**config.mk**
```make
export PLATFORM = sky130hd
export DESIGN_NAME = ssu_exec
export DESIGN_NICKNAME = d
export VERILOG_FILES = /design/src/core/ssu_pkg.sv /design/src/core/ssu_sync.sv /design/src/core/ssu_flag_test.sv /design/src/core/ssu_exec.sv
export SDC_FILE = /design/constraint.sdc
export NUM_CORES = 1
export LEC_CHECK = 0
export BUFFER_PORTS_ARGS = -buffer_cell sky130_fd_sc_hd__buf_2
export CAP_MARGIN = 20
export CELL_PAD_IN_SITES_DETAIL_PLACEMENT = 1
export CELL_PAD_IN_SITES_GLOBAL_PLACEMENT = 2
export CORE_MARGIN = 2
export CORE_UTILIZATION = 30
export DETAILED_ROUTE_END_ITERATION = 10
export GPL_TIMING_DRIVEN = 1
export PLACE_DENSITY = 0.82
export SLEW_MARGIN = 0
export SYNTH_ARGS = -nofsm -noshare
export SYNTH_HDL_FRONTEND = slang
export SYNTH_HIERARCHICAL = 1
export SYNTH_SLANG_ARGS = --single-unit
```
**constraint.sdc**
```tcl
create_clock -name clk_sys -period 2.6 [get_ports clk_sys]
set_input_delay 0.52 -clock clk_sys [delete_from_list [all_inputs] [get_ports clk_sys]]
set_output_delay 0.52 -clock clk_sys [all_outputs]
set_load 0.02 [all_outputs]
```
**src/core/ssu_pkg.sv**
```systemverilog
// Shared constants and carrier types for the set and skip execution unit
package ssu_pkg;
  // Opcodes of the handled instructions
  localparam logic [9:0] OP_BANK_SET   = 10'h041;
  localparam logic [9:0] OP_BANK_CLR   = 10'h040;
  localparam logic [9:0] OP_CARRY_SET  = 10'h007;
  localparam logic [9:0] OP_PORTC_SET  = 10'h28d;
  localparam logic [9:0] OP_PORTD_SET  = 10'h015;
  localparam logic [9:0] OP_IMM_CMP    = 10'h025;
  localparam logic [9:0] OP_MEM_CMP    = 10'h026;
  localparam logic [9:0] OP_EXT0_FLAG  = 10'h038;
  localparam logic [9:0] OP_EXT1_FLAG  = 10'h039;
  localparam logic [9:0] OP_EXT0_PIN   = 10'h03a;
  localparam logic [9:0] OP_EXT1_PIN   = 10'h03b;
  localparam logic [9:0] OP_PWRDN_TEST = 10'h003;
  localparam logic [9:0] OP_CONV_TEST  = 10'h287;
  localparam logic [9:0] OP_SER_TEST   = 10'h288;
  localparam logic [9:0] OP_TMR1_TEST  = 10'h280;
  localparam logic [9:0] OP_TMR2_TEST  = 10'h281;
  localparam logic [9:0] OP_TMR3_TEST  = 10'h282;
  // Table reference: upper four bits select, low six carry the page
  localparam logic [3:0] TBL_REF_HI    = 4'h2;
  // Enable bits in the two interrupt control registers, and POL_BIT, the pin polarity bit of the two pin control registers
  localparam int EXT0_EN_BIT = 0;
  localparam int EXT1_EN_BIT = 1;
  localparam int TMR1_EN_BIT = 2;
  localparam int TMR2_EN_BIT = 3;
  localparam int TMR3_EN_BIT = 0;
  localparam int CONV_EN_BIT = 2;
  localparam int SER_EN_BIT  = 3;
  localparam int POL_BIT     = 2;
  // Table page limits and the last port D bit
  localparam logic [6:0] UPPER_BASE = 7'h40;
  localparam logic [6:0] LAST_SMALL = 7'h3f;
  localparam logic [6:0] LAST_MID   = 7'h5f;
  localparam logic [6:0] LAST_FULL  = 7'h7f;
  localparam logic [3:0] PORTD_LAST = 4'h9;
  // Register map (byte addresses) and interrupt and pin control register reset value
  localparam logic [7:0] ADDR_CTRL   = 8'h00;
  localparam logic [7:0] ADDR_ICTL1  = 8'h04;
  localparam logic [7:0] ADDR_ICTL2  = 8'h08;
  localparam logic [7:0] ADDR_INCTL1 = 8'h0c;
  localparam logic [7:0] ADDR_INCTL2 = 8'h10;
  localparam logic [7:0] ADDR_STATUS = 8'h14;
  localparam logic [7:0] ADDR_PORTD  = 8'h18;
  localparam logic [3:0] CTL_RST     = 4'h0;
  // Status register fields
  localparam int ST_BANK     = 0;
  localparam int ST_PORTC    = 1;
  localparam int ST_PWRDN    = 2;
  localparam int ST_FLAG_LSB = 4;
  localparam int ST_PAGE_ERR = 11;
  localparam int NUM_FLAGS   = 7;

  typedef enum logic [1:0] {
    VAR_SMALL = 2'b00,
    VAR_MID   = 2'b01,
    VAR_FULL  = 2'b10
  } ssu_variant_t;

  typedef enum logic [1:0] {
    SEQ_RUN   = 2'b00,
    SEQ_IMM   = 2'b01,
    SEQ_SKIP  = 2'b10,
    SEQ_SKIP2 = 2'b11
  } ssu_seq_t;

  // Bit 0 is ext0, bit 6 is timer 3
  typedef struct packed {
    logic t3, t2, t1, ser, conv, ext1, ext0;
  } ssu_req_t;

  typedef struct packed {
    logic        psel;
    logic        penable;
    logic        pwrite;
    logic [7:0]  paddr;
    logic [31:0] pwdata;
  } ssu_apb_req_t;

  typedef struct packed {
    logic [31:0] prdata;
    logic        pready;
    logic        pslverr;
  } ssu_apb_rsp_t;

  typedef struct packed {
    logic       valid;
    logic [9:0] word;
    logic [3:0] acc;
    logic [3:0] mem;
    logic [3:0] y;
  } ssu_instr_t;
endpackage

```
**src/core/ssu_sync.sv**
```systemverilog
// Two flip-flop synchroniser for one pin level
`timescale 1ns/1ns
module ssu_sync (
  // Clock and reset
  input  wire logic clk_sys,
  input  wire logic rstn,
  // Level in and out
  input  wire logic din,
  output      logic dout
);
  typedef struct packed {
    logic s1;
    logic s2;
  } ssu_sync_st_t;
  ssu_sync_st_t s_r, s_nxt;

  always_comb begin
    s_nxt    = s_r;
    s_nxt.s1 = din;
    s_nxt.s2 = s_r.s1;
  end

  always_ff @(posedge clk_sys or negedge rstn) begin
    if (!rstn) begin
      s_r <= '0;
    end else begin
      s_r <= s_nxt;
    end
  end

  assign dout = s_r.s2;
endmodule

```
**src/core/ssu_flag_test.sv**
```systemverilog
// Enable-gated request flag test: skip and clear decision
`timescale 1ns/1ns
module ssu_flag_test (
  // Decode and state
  input  wire logic sel,
  input  wire logic en_bit,
  input  wire logic flag,
  // Decision
  output      logic skip,
  output      logic clr
);
  // An enabled source is serviced by interrupt, so the test is a no-op
  always_comb begin
    skip = sel && !en_bit && flag;
    clr  = sel && !en_bit && flag;
  end
endmodule

```
**src/core/ssu_exec.sv**
```systemverilog
// Set, compare-and-skip and flag-test-and-skip execution unit
//
// The register offsets and the APB register port are this design's own decisions.
`timescale 1ns/1ns
module ssu_exec (
  // Clock and reset
  input  wire logic                   clk_sys,
  input  wire logic                   rstn,
  // Register bus
  input  wire ssu_pkg::ssu_apb_req_t  apb_req,
  output      ssu_pkg::ssu_apb_rsp_t  apb_rsp,
  // Instruction stream
  input  wire ssu_pkg::ssu_instr_t    instr,
  input  wire logic                   pwrdn_flag,
  input  wire ssu_pkg::ssu_req_t      req_set,
  // Pins
  input  wire logic                   ext0_pin,
  input  wire logic                   ext1_pin,
  // Sequencing
  output      logic                   pc_inc,
  output      logic                   word_skipped,
  // Results
  output      logic                   table_bank_bit,
  output      logic [6:0]             tbl_page,
  output      logic                   tbl_page_vld,
  output      logic                   carry_set,
  output      logic                   port_c,
  output      logic [9:0]             port_d,
  output      ssu_pkg::ssu_req_t      req_flags
);
  import ssu_pkg::*;

  typedef struct packed {
    ssu_seq_t     seq;
    ssu_variant_t variant;
    logic [3:0]   ictl1;
    logic [3:0]   ictl2;
    logic [3:0]   inctl1;
    logic [3:0]   inctl2;
    ssu_req_t     flags;
    logic         bank;
    logic [6:0]   page;
    logic         page_vld;
    logic         page_err;
    logic         carry_set;
    logic         portc;
    logic [9:0]   portd;
    logic         pc_inc;
    logic         skipped;
    ssu_apb_rsp_t rsp;
  } ssu_state_t;

  ssu_state_t s_r, s_nxt;

  logic                 pin0_s;
  logic                 pin1_s;
  logic                 exec;
  logic [9:0]           w;
  logic [NUM_FLAGS-1:0] ft_sel;
  logic [NUM_FLAGS-1:0] ft_en;
  logic [NUM_FLAGS-1:0] ft_skip;
  logic [NUM_FLAGS-1:0] ft_clr;
  logic                 pin0_skip;
  logic                 pin1_skip;
  logic                 pwr_skip;
  logic                 mem_skip;
  logic                 skip_any;
  logic [6:0]           last_page;
  logic [6:0]           ref_page;

  ssu_sync u_sync0 (
    .clk_sys (clk_sys),
    .rstn    (rstn),
    .din     (ext0_pin),
    .dout    (pin0_s)
  );

  ssu_sync u_sync1 (
    .clk_sys (clk_sys),
    .rstn    (rstn),
    .din     (ext1_pin),
    .dout    (pin1_s)
  );

  // A word is an opcode only outside an immediate fetch or a skip
  assign exec = instr.valid && (s_r.seq == SEQ_RUN);
  assign w    = instr.word;

  assign ft_sel[0] = exec && (w == OP_EXT0_FLAG);
  assign ft_sel[1] = exec && (w == OP_EXT1_FLAG);
  assign ft_sel[2] = exec && (w == OP_CONV_TEST);
  assign ft_sel[3] = exec && (w == OP_SER_TEST);
  assign ft_sel[4] = exec && (w == OP_TMR1_TEST);
  assign ft_sel[5] = exec && (w == OP_TMR2_TEST);
  assign ft_sel[6] = exec && (w == OP_TMR3_TEST);
  assign ft_en[0]  = s_r.ictl1[EXT0_EN_BIT];
  assign ft_en[1]  = s_r.ictl1[EXT1_EN_BIT];
  assign ft_en[2]  = s_r.ictl2[CONV_EN_BIT];
  assign ft_en[3]  = s_r.ictl2[SER_EN_BIT];
  assign ft_en[4]  = s_r.ictl1[TMR1_EN_BIT];
  assign ft_en[5]  = s_r.ictl1[TMR2_EN_BIT];
  assign ft_en[6]  = s_r.ictl2[TMR3_EN_BIT];

  genvar gi;
  generate
    for (gi = 0; gi < NUM_FLAGS; gi++) begin : g_ft
      ssu_flag_test u_ft (
        .sel    (ft_sel[gi]),
        .en_bit (ft_en[gi]),
        .flag   (s_r.flags[gi]),
        .skip   (ft_skip[gi]),
        .clr    (ft_clr[gi])
      );
    end
  endgenerate

  // Polarity bit equal to the pin level means skip
  assign pin0_skip = exec && (w == OP_EXT0_PIN) && (pin0_s == s_r.inctl1[POL_BIT]);
  assign pin1_skip = exec && (w == OP_EXT1_PIN) && (pin1_s == s_r.inctl2[POL_BIT]);
  assign pwr_skip  = exec && (w == OP_PWRDN_TEST) && pwrdn_flag;
  assign mem_skip  = exec && (w == OP_MEM_CMP) && (instr.acc == instr.mem);
  assign skip_any  = (|ft_skip) || pin0_skip || pin1_skip || pwr_skip || mem_skip;

  always_comb begin
    case (s_r.variant)
      VAR_SMALL: last_page = LAST_SMALL;
      VAR_MID:   last_page = LAST_MID;
      default:   last_page = LAST_FULL;
    endcase
    ref_page = {1'b0, w[5:0]};
    if (s_r.bank) begin
      ref_page = UPPER_BASE | {1'b0, w[5:0]};
    end
  end

  always_comb begin
    s_nxt           = s_r;
    s_nxt.pc_inc    = 1'b0;
    s_nxt.skipped   = 1'b0;
    s_nxt.carry_set = 1'b0;
    s_nxt.page_vld  = 1'b0;
    // A new request in the clearing cycle survives
    s_nxt.flags     = (s_r.flags & ~ft_clr) | req_set;
    // Bus writes come first, so a page error raised in the same cycle beats its clear
    if (apb_req.psel && apb_req.penable && s_r.rsp.pready && apb_req.pwrite) begin
      case (apb_req.paddr)
        ADDR_CTRL:   s_nxt.variant = ssu_variant_t'(apb_req.pwdata[1:0]);
        ADDR_ICTL1:  s_nxt.ictl1   = apb_req.pwdata[3:0];
        ADDR_ICTL2:  s_nxt.ictl2   = apb_req.pwdata[3:0];
        ADDR_INCTL1: s_nxt.inctl1  = apb_req.pwdata[3:0];
        ADDR_INCTL2: s_nxt.inctl2  = apb_req.pwdata[3:0];
        ADDR_STATUS: begin
          if (apb_req.pwdata[ST_PAGE_ERR]) begin
            s_nxt.page_err = 1'b0;
          end
        end
        default: s_nxt.page_err = s_nxt.page_err;
      endcase
    end
    case (s_r.seq)
      SEQ_RUN: begin
        if (instr.valid) begin
          s_nxt.pc_inc = 1'b1;
          if (w == OP_IMM_CMP) begin
            s_nxt.seq = SEQ_IMM;
          end else if (skip_any) begin
            s_nxt.seq = SEQ_SKIP;
          end
          if ((w == OP_BANK_SET) && (s_r.variant != VAR_SMALL)) begin
            s_nxt.bank = 1'b1;
          end
          if (w == OP_BANK_CLR) begin
            s_nxt.bank = 1'b0;
          end
          if (w == OP_CARRY_SET) begin
            s_nxt.carry_set = 1'b1;
          end
          if (w == OP_PORTC_SET) begin
            s_nxt.portc = 1'b1;
          end
          // Pointer values past the last port bit are ignored
          if ((w == OP_PORTD_SET) && (instr.y <= PORTD_LAST)) begin
            s_nxt.portd[instr.y] = 1'b1;
          end
          if (w[9:6] == TBL_REF_HI) begin
            s_nxt.page_vld = 1'b1;
            s_nxt.page     = ref_page;
            if (ref_page > last_page) begin
              s_nxt.page_err = 1'b1;
            end
          end
        end
      end
      SEQ_IMM: begin
        if (instr.valid) begin
          s_nxt.pc_inc = 1'b1;
          s_nxt.seq    = (instr.acc == w[3:0]) ? SEQ_SKIP : SEQ_RUN;
        end
      end
      SEQ_SKIP: begin
        if (instr.valid) begin
          // A skipped two-word compare must lose its immediate word too
          s_nxt.pc_inc  = 1'b1;
          s_nxt.skipped = 1'b1;
          s_nxt.seq     = (w == OP_IMM_CMP) ? SEQ_SKIP2 : SEQ_RUN;
        end
      end
      SEQ_SKIP2: begin
        if (instr.valid) begin
          s_nxt.pc_inc  = 1'b1;
          s_nxt.skipped = 1'b1;
          s_nxt.seq     = SEQ_RUN;
        end
      end
      default: s_nxt.seq = SEQ_RUN;
    endcase
    // Register bus: decode in setup, answer with one wait-free access cycle
    s_nxt.rsp.pready  = 1'b0;
    s_nxt.rsp.pslverr = 1'b0;
    if (apb_req.psel && !apb_req.penable) begin
      s_nxt.rsp.pready = 1'b1;
      s_nxt.rsp.prdata = '0;
      case (apb_req.paddr)
        ADDR_CTRL:   s_nxt.rsp.prdata[1:0] = s_r.variant;
        ADDR_ICTL1:  s_nxt.rsp.prdata[3:0] = s_r.ictl1;
        ADDR_ICTL2:  s_nxt.rsp.prdata[3:0] = s_r.ictl2;
        ADDR_INCTL1: s_nxt.rsp.prdata[3:0] = s_r.inctl1;
        ADDR_INCTL2: s_nxt.rsp.prdata[3:0] = s_r.inctl2;
        ADDR_STATUS: begin
          s_nxt.rsp.prdata[ST_BANK]  = s_r.bank;
          s_nxt.rsp.prdata[ST_PORTC] = s_r.portc;
          s_nxt.rsp.prdata[ST_PWRDN] = pwrdn_flag;
          s_nxt.rsp.prdata[ST_FLAG_LSB +: NUM_FLAGS] = s_r.flags;
          s_nxt.rsp.prdata[ST_PAGE_ERR] = s_r.page_err;
        end
        ADDR_PORTD:  s_nxt.rsp.prdata[9:0] = s_r.portd;
        default:     s_nxt.rsp.pslverr = 1'b1;
      endcase
    end
  end

  always_ff @(posedge clk_sys or negedge rstn) begin
    if (!rstn) begin
      s_r         <= '0;
      s_r.seq     <= SEQ_RUN;
      s_r.variant <= VAR_FULL;
      s_r.ictl1   <= CTL_RST;
      s_r.ictl2   <= CTL_RST;
      s_r.inctl1  <= CTL_RST;
      s_r.inctl2  <= CTL_RST;
    end else begin
      s_r <= s_nxt;
    end
  end

  assign apb_rsp        = s_r.rsp;
  assign pc_inc         = s_r.pc_inc;
  assign word_skipped   = s_r.skipped;
  assign table_bank_bit = s_r.bank;
  assign tbl_page       = s_r.page;
  assign tbl_page_vld   = s_r.page_vld;
  assign carry_set      = s_r.carry_set;
  assign port_c         = s_r.portc;
  assign port_d         = s_r.portd;
  assign req_flags      = s_r.flags;
endmodule

```
After elaboration in Yosys (flattened, before gate mapping)
Cells that the tools add are included.
W data, S select, Z words.
{"block": "totals", "in_bits": 78, "memories": 0, "romBits": 0, "register_bits": 69, "output_inout_bits": 64, "elab_cells": 177, "latchBits": 0, "ram_bits": 0}
{"block": "classes", "reduce_logical": 67, "n_addsub": 0, "n_eq_ne": 37, "n_mux": 36, "mul": 0, "n_shift": 0, "bitwise": 4, "n_lt_le_gt_ge": 4, "div": 0}
{"op": "$eq A10 B10 Y1 const B", "count": 6}
{"op": "$eq A10 B6 Y1 const B", "count": 6}
{"op": "$logic_and A1 B1 Y1", "count": 37}
{"op": "$eq A8 B5 Y1 const B", "count": 3}
{"op": "$mux W2", "count": 12}
{"op": "$eq A10 B7 Y1 const B", "count": 2}
{"op": "$eq A8 B4 Y1 const B", "count": 2}
{"op": "$mux W15", "count": 1}
{"op": "$mux W14", "count": 1}
{"op": "$pmux W2 S7", "count": 1}
{"op": "$pmux W7 S2", "count": 1}
{"op": "$reduce_or A7 Y1", "count": 2}
{"op": "$mux W1", "count": 12}
{"op": "$pmux W6 S2", "count": 1}
{"op": "$reduce_and A3 Y1", "count": 4}
{"op": "$eq A10 B2 Y1 const B", "count": 1}
{"op": "$eq A10 B3 Y1 const B", "count": 1}
{"op": "$eq A10 B5 Y1 const B", "count": 1}
{"op": "$mux W10", "count": 1}
{"op": "$or A10 B10 Y10", "count": 1}
{"op": "$reduce_and A2 Y1", "count": 5}
{"op": "$eq A4 B4 Y1", "count": 2}
{"op": "$eq A8 B3 Y1 const B", "count": 1}
{"op": "$logic_not A1 Y1", "count": 8}
{"op": "other kinds (25)", "count": 36}

Longest topological paths before layout
{"block": "logic_depth", "depth_word": 14, "ltp_mapped": 12, "ltp_nobuf": 11}

By module
Netlist, hierarchy kept.
{"mod": "ssu_exec", "cells_per_inst": 369, "area_each_um2": 3746.1, "n_inst": 1, "seq_area_each_um2": 1627.8}
{"mod": "ssu_flag_test", "cells_per_inst": 2, "area_each_um2": 16.3, "n_inst": 7, "seq_area_each_um2": 0.0}
{"mod": "ssu_sync", "cells_per_inst": 2, "area_each_um2": 50.0, "n_inst": 2, "seq_area_each_um2": 50.0}

Least setup slack after synthesis
OpenSTA, ideal clock, no wires.
{"block": "synth_path", "kind": "input to register", "start": "input instr[22] in the netlist's numbering", "end": "register s_r[84] in the netlist's numbering", "n_path_buf": 1, "path_slack_ps": 233, "cell_stages": 12, "setup_time_ps": 95, "arrival_time_ps": 2271, "required_ps": 2505, "path_cell_list": "nor3b_4 -> and3b_4 -> nand4b_4 -> or3_4 -> nor3_2 -> and3b_1 -> buf_4 -> nor3_1 -> and3_1 -> o41ai_1 -> a211oi_1 -> o31ai_1"}
{"block": "synth_via", "elab_chain_len": 11, "elab_cells_between_ends": 41, "cone_classes": "eq/ne: 5; reduce/logical: 36"}
{"element": "from (decl)", "line": "ssu_exec.sv:13", "text": "input wire ssu_pkg::ssu_instr_t instr,"}
{"element": "$logic_and A1 B1 Y1", "line": "ssu_exec.sv:86", "text": "assign exec = instr.valid && (s_r.seq == SEQ_RUN);"}
{"element": "$logic_and A1 B1 Y1", "line": "ssu_exec.sv:93", "text": "assign ft_sel[4] = exec && (w == OP_TMR1_TEST);"}
{"element": "via ft_sel[4]", "line": "ssu_exec.sv:59", "text": "logic [NUM_FLAGS-1:0] ft_sel;"}
{"element": "$logic_and A1 B1 Y1 (2 in a row)"}
{"element": "via ft_clr[4]", "line": "ssu_exec.sv:62", "text": "logic [NUM_FLAGS-1:0] ft_clr;"}
{"element": "$reduce_or A7 Y1", "line": "ssu_exec.sv:122", "text": "assign skip_any = (|ft_skip) || pin0_skip || pin1_skip || pwr_skip || mem_skip;"}
{"element": "$logic_or A1 B1 Y1 (4 in a row)", "line": "ssu_exec.sv:122"}
{"element": "$ne A3 B2 Y1 (no source line)"}
{"element": "$reduce_and A5 Y1 (no source line)"}
{"element": "to (signal assigned)", "line": "ssu_exec.sv:252", "text": "s_r <= s_nxt;"}
{"element": "to (decl)", "line": "ssu_exec.sv:53", "text": "ssu_state_t s_r, s_nxt;"}
The timed path passes the listed nets, and every way through them passes these cells.
A chain may end at the register's enable or synchronous reset.

Final worst setup path
{"block": "layout_path", "start": "register s_r[84] in the netlist's numbering", "end": "register s_r[84] in the netlist's numbering"}
{"block": "layout_via", "elab_chain_len": 12, "elab_cells_between_ends": 46, "cone_classes": "eq/ne: 8; mux: 1; reduce/logical: 37"}
{"element": "$logic_not A2 Y1", "line": "ssu_exec.sv:86"}
{"element": "$logic_and A1 B1 Y1", "line": "ssu_exec.sv:86"}
{"element": "$logic_and A1 B1 Y1", "line": "ssu_exec.sv:93"}
{"element": "via ft_sel[4]", "line": "ssu_exec.sv:59"}
{"element": "$logic_and A1 B1 Y1 (2 in a row)"}
{"element": "via ft_clr[4]", "line": "ssu_exec.sv:62"}
{"element": "$reduce_or A7 Y1", "line": "ssu_exec.sv:122"}
{"element": "$logic_or A1 B1 Y1 (4 in a row)", "line": "ssu_exec.sv:122"}
{"element": "$ne A3 B2 Y1 (no source line)"}
{"element": "$reduce_and A5 Y1 (no source line)"}
The timed path passes the listed nets, and every way through them passes these cells.

==> implementation parameters <==
Parameter                              Value

Yosys
  Share of the synthesized area in the top cell type    0.430
  EDFF count, synth    0
  Number of instances in the synthesized netlist    387
  Flops & latches, synth    69
  Most frequently used cell type in the post-synthesis netlist    dfrtp_1
  Ranking of synthesized cells by instance count    68 x dfrtp_1, 65 x buf_4, 38 x nor2_1, 27 x mux2_2, 21 x nand2_1
  Synth async-reset ratio    1.00
  Yosys cell types    57
  YS warnings    6
  Dominant cells by area after synthesis    dfrtp_1 43%, buf_4 12%, mux2_2 7.7%
  Summed instance area of the synthesized netlist    3960 µm²
  Dominant register cell in the synthesized netlist    dfrtp_1
  Post-synthesis sequential area ratio    0.436
  Post-Synthesis Mean Instance Area    10.2 µm²
  Cell taking the most area after synthesis    dfrtp_1

STA
  Highest attainable clock frequency    412 MHz
  Number of hold-slack violations in the final timing report    0
  Setup slack after layout    0.174 ns
  Final setup TNS    0 ns
  Max transition margin    0.659
  Slew of the pin with the lowest slew margin    0.511 ns
  Post-layout min period    2.43 ns
  Final count of pins violating max slew    0
  Setup Viol. Count Final    0
  Ratio of final minimum period to clock period    0.933
  Clock skew after layout    0.00585 ns
  Setup repair after global routing missed its margin    true

Final layout
  Fraction of final layout cells sized beyond drive strength 1    0.376
  Non-Filler Cell Area, Final    4670 µm²
  Antenna diodes    0
  Fin nets    530
  Synthesis-to-layout area growth    17.9%
  Multi-input gate area in the final layout    1730 µm²
  Number of filler instances in the final layout    1,483
  FF/Latch Area    1730 µm²
  Final core area utilization    0.365

CTS
  TritonCTS buffer count    9
  Latest clock arrival within the worst-skew pair    0.33 ns
  Max Root-Sink Buffers    2
  Clock tree from TritonCTS    yes
  Number of levels the H-tree was split into    3
  Clock transition at the registers of the reported paths    0.05 ns
  Clock Tree Root    clkbuf_16
  Number of sinks on the clock net    69

Die
  Die Area    14,100 µm²
  Starting utilization of the core area    0.310
  Standard-cell row count    41
  Die width    119 µm
  Total I/O pin count    142
  Y dimension of the die    119 µm
  Area of the core    12,800 µm²

Placed design
  # port buffers    94
  DP Area    4250 µm²
  Placement-stage worst setup slack    0.00686 ns
  Final weighted congestion in routability-driven placement    0.897
  Detailed Place HPWL    8140 µm

Critical path
  Ordered cell list for the critical path    nor3b_4, and3b_4, nand4b_4, or3_4, nor3_2, and3b_1, nor3_1, and3_1, o41ai_2, a211oi_2, o31ai_1
  Setup slack, reg-to-reg    0.17 ns
  Count of cells along the worst register-to-register path    11
  Maximum fanout encountered on the critical timing path    4
  R2r startpoint    s_r[84]
  Crit. End Element    flop
  Crit Path Category    reg -> reg
  Delay of the slowest cell on the worst path    0.44 ns
  Data arrival time of the critical path    2.65 ns
  Startpoint type of the worst setup path    flop
  Data required time of the critical path    2.83 ns
  Highest-delay cell along the critical path    dfrtp_2
  Crit Reg-Reg Endpoint    s_r[84]

Drt
  Detailed-route wire length    10,700 µm
  DR WL/cell    17.0 µm
  1st-pass router iterations    4
  Detail-routed via count per cell    4.75
  Number of remaining DRC errors    0
  Total vias in the final route    2,976
  Post-detailed-route count of antenna-violating nets    0
  Violation count after the first detailed-route iteration    182

Global routing
  Wire length of the first global-routing pass    17,000 µm
  Congestion Overflow GR    0
  Initial antenna violation count    0
  GRT Overall Usage    0.153
  Number of global-route vias before repair    3,048
  Pin count of the biggest net entering global routing    70

Min path
  Classification of the worst-slack hold path    in -> async

Run status
  Status    complete, no violations

Power and ir drop
  VDD IR max    0.292 mV
  Pwr dens    638 nW/µm²
  LEAKAGE    2.24 nW

Job
  Max-cap violation count    0
-- cell families after synthesis --
group	share of synthesized area
and+or+nand+nor	0.205
buffers and inverters	0.149
DFF	0.436
AOI/OAI and AO/OA	0.0878
muxes	0.0919
xor gates and xnor gates	0.0221
adders and majority gates	0.00632
other	0.000947
-- metrics by stage --
stage                     hold WS, ns  instances  total power [W]
after detailed placement        0.344        605          0.00156
after global placement          0.343        605          0.00155
after floorplan                 0.224        406          0.00147
after CTS                       0.219        621          0.00300
after global routing            0.232        627          0.00311
final                           0.192        627          0.00298
-- registers in the layout, indices dropped and copies added (netlist names), 7 cells and up --
signal     flops
apb_rsp       14
s_r           14
port_d        10
ft_en          7
req_flags      7
tbl_page       7
-- worst max-delay path by stage --
stage,start,to,slack [ns],depth (start not counted)
6_report,s_r[84],s_r[84],0.17,11
5_1_grt,s_r[84],s_r[84],-0.007,11
4_1_cts,s_r[83],s_r[84],0.11,11
3_5_place_dp,instr[22],s_r[84],0.007,12
3_3_place_gp,instr[22],s_r[84],0.10,12
2_1_floorplan,instr[22],s_r[84],0.23,12
-- power breakdown --
group	total (W)	switching (W)	internal, W
Sequential	0.00116	0.0000296	0.00113
Clock	0.00142	0.000458	0.000966
Combinational	0.000399	0.000252	0.000147
-- placed cells by master, fill, tap and decap left out, drive strengths merged, types with 7 or more instances in the layout --
cell and instances:
nand4 7, clkbuf 11, dfrtp 68, nand2 22
and3b 8, nor4 9, a21o 11, nor3 7
nor2 39, inv 14, mux2 27, nand3 12
conb 20, buf 108, a221oi 7, xnor2 7
-- repair_timing --
action | in CTS | in global routing
setup endpoints to repair | 0 | 1
setup buffers | 0 | 6
gates resized for setup | 0 | 6
hold buffers | 0 | 0
-- routing by layer --
layer | vias up | wire length [µm] | GRT usage
li1 | 1398 | - | -
met1 | 1479 | 4650 | 0.195
met2 | 90 | 5410 | 0.259
met3 | 9 | 542 | 0.0378
met4 | 0 | 80 | 0.0387
met5 | - | 0 | 0
-- final cells by class --
cell class | count | area share
Multi-Input combinational cell | 248 | 0.371
Sequential cell | 69 | 0.371
Timing Repair Buffer | 108 | 0.126
Clock buffer | 11 | 0.0520
Tap cell | 172 | 0.0461
Clock inverter | 5 | 0.0231
Inverter | 14 | 0.0113
-- worst max-delay path, delay by kind of cell (launching register included) --
kind / cells / cell delay [ns]
flops: 1 / 0.44
simple gates: 8 / 1.52
compound gates: 3 / 0.37
No activity file was read; power rests on OpenSTA's default activity.
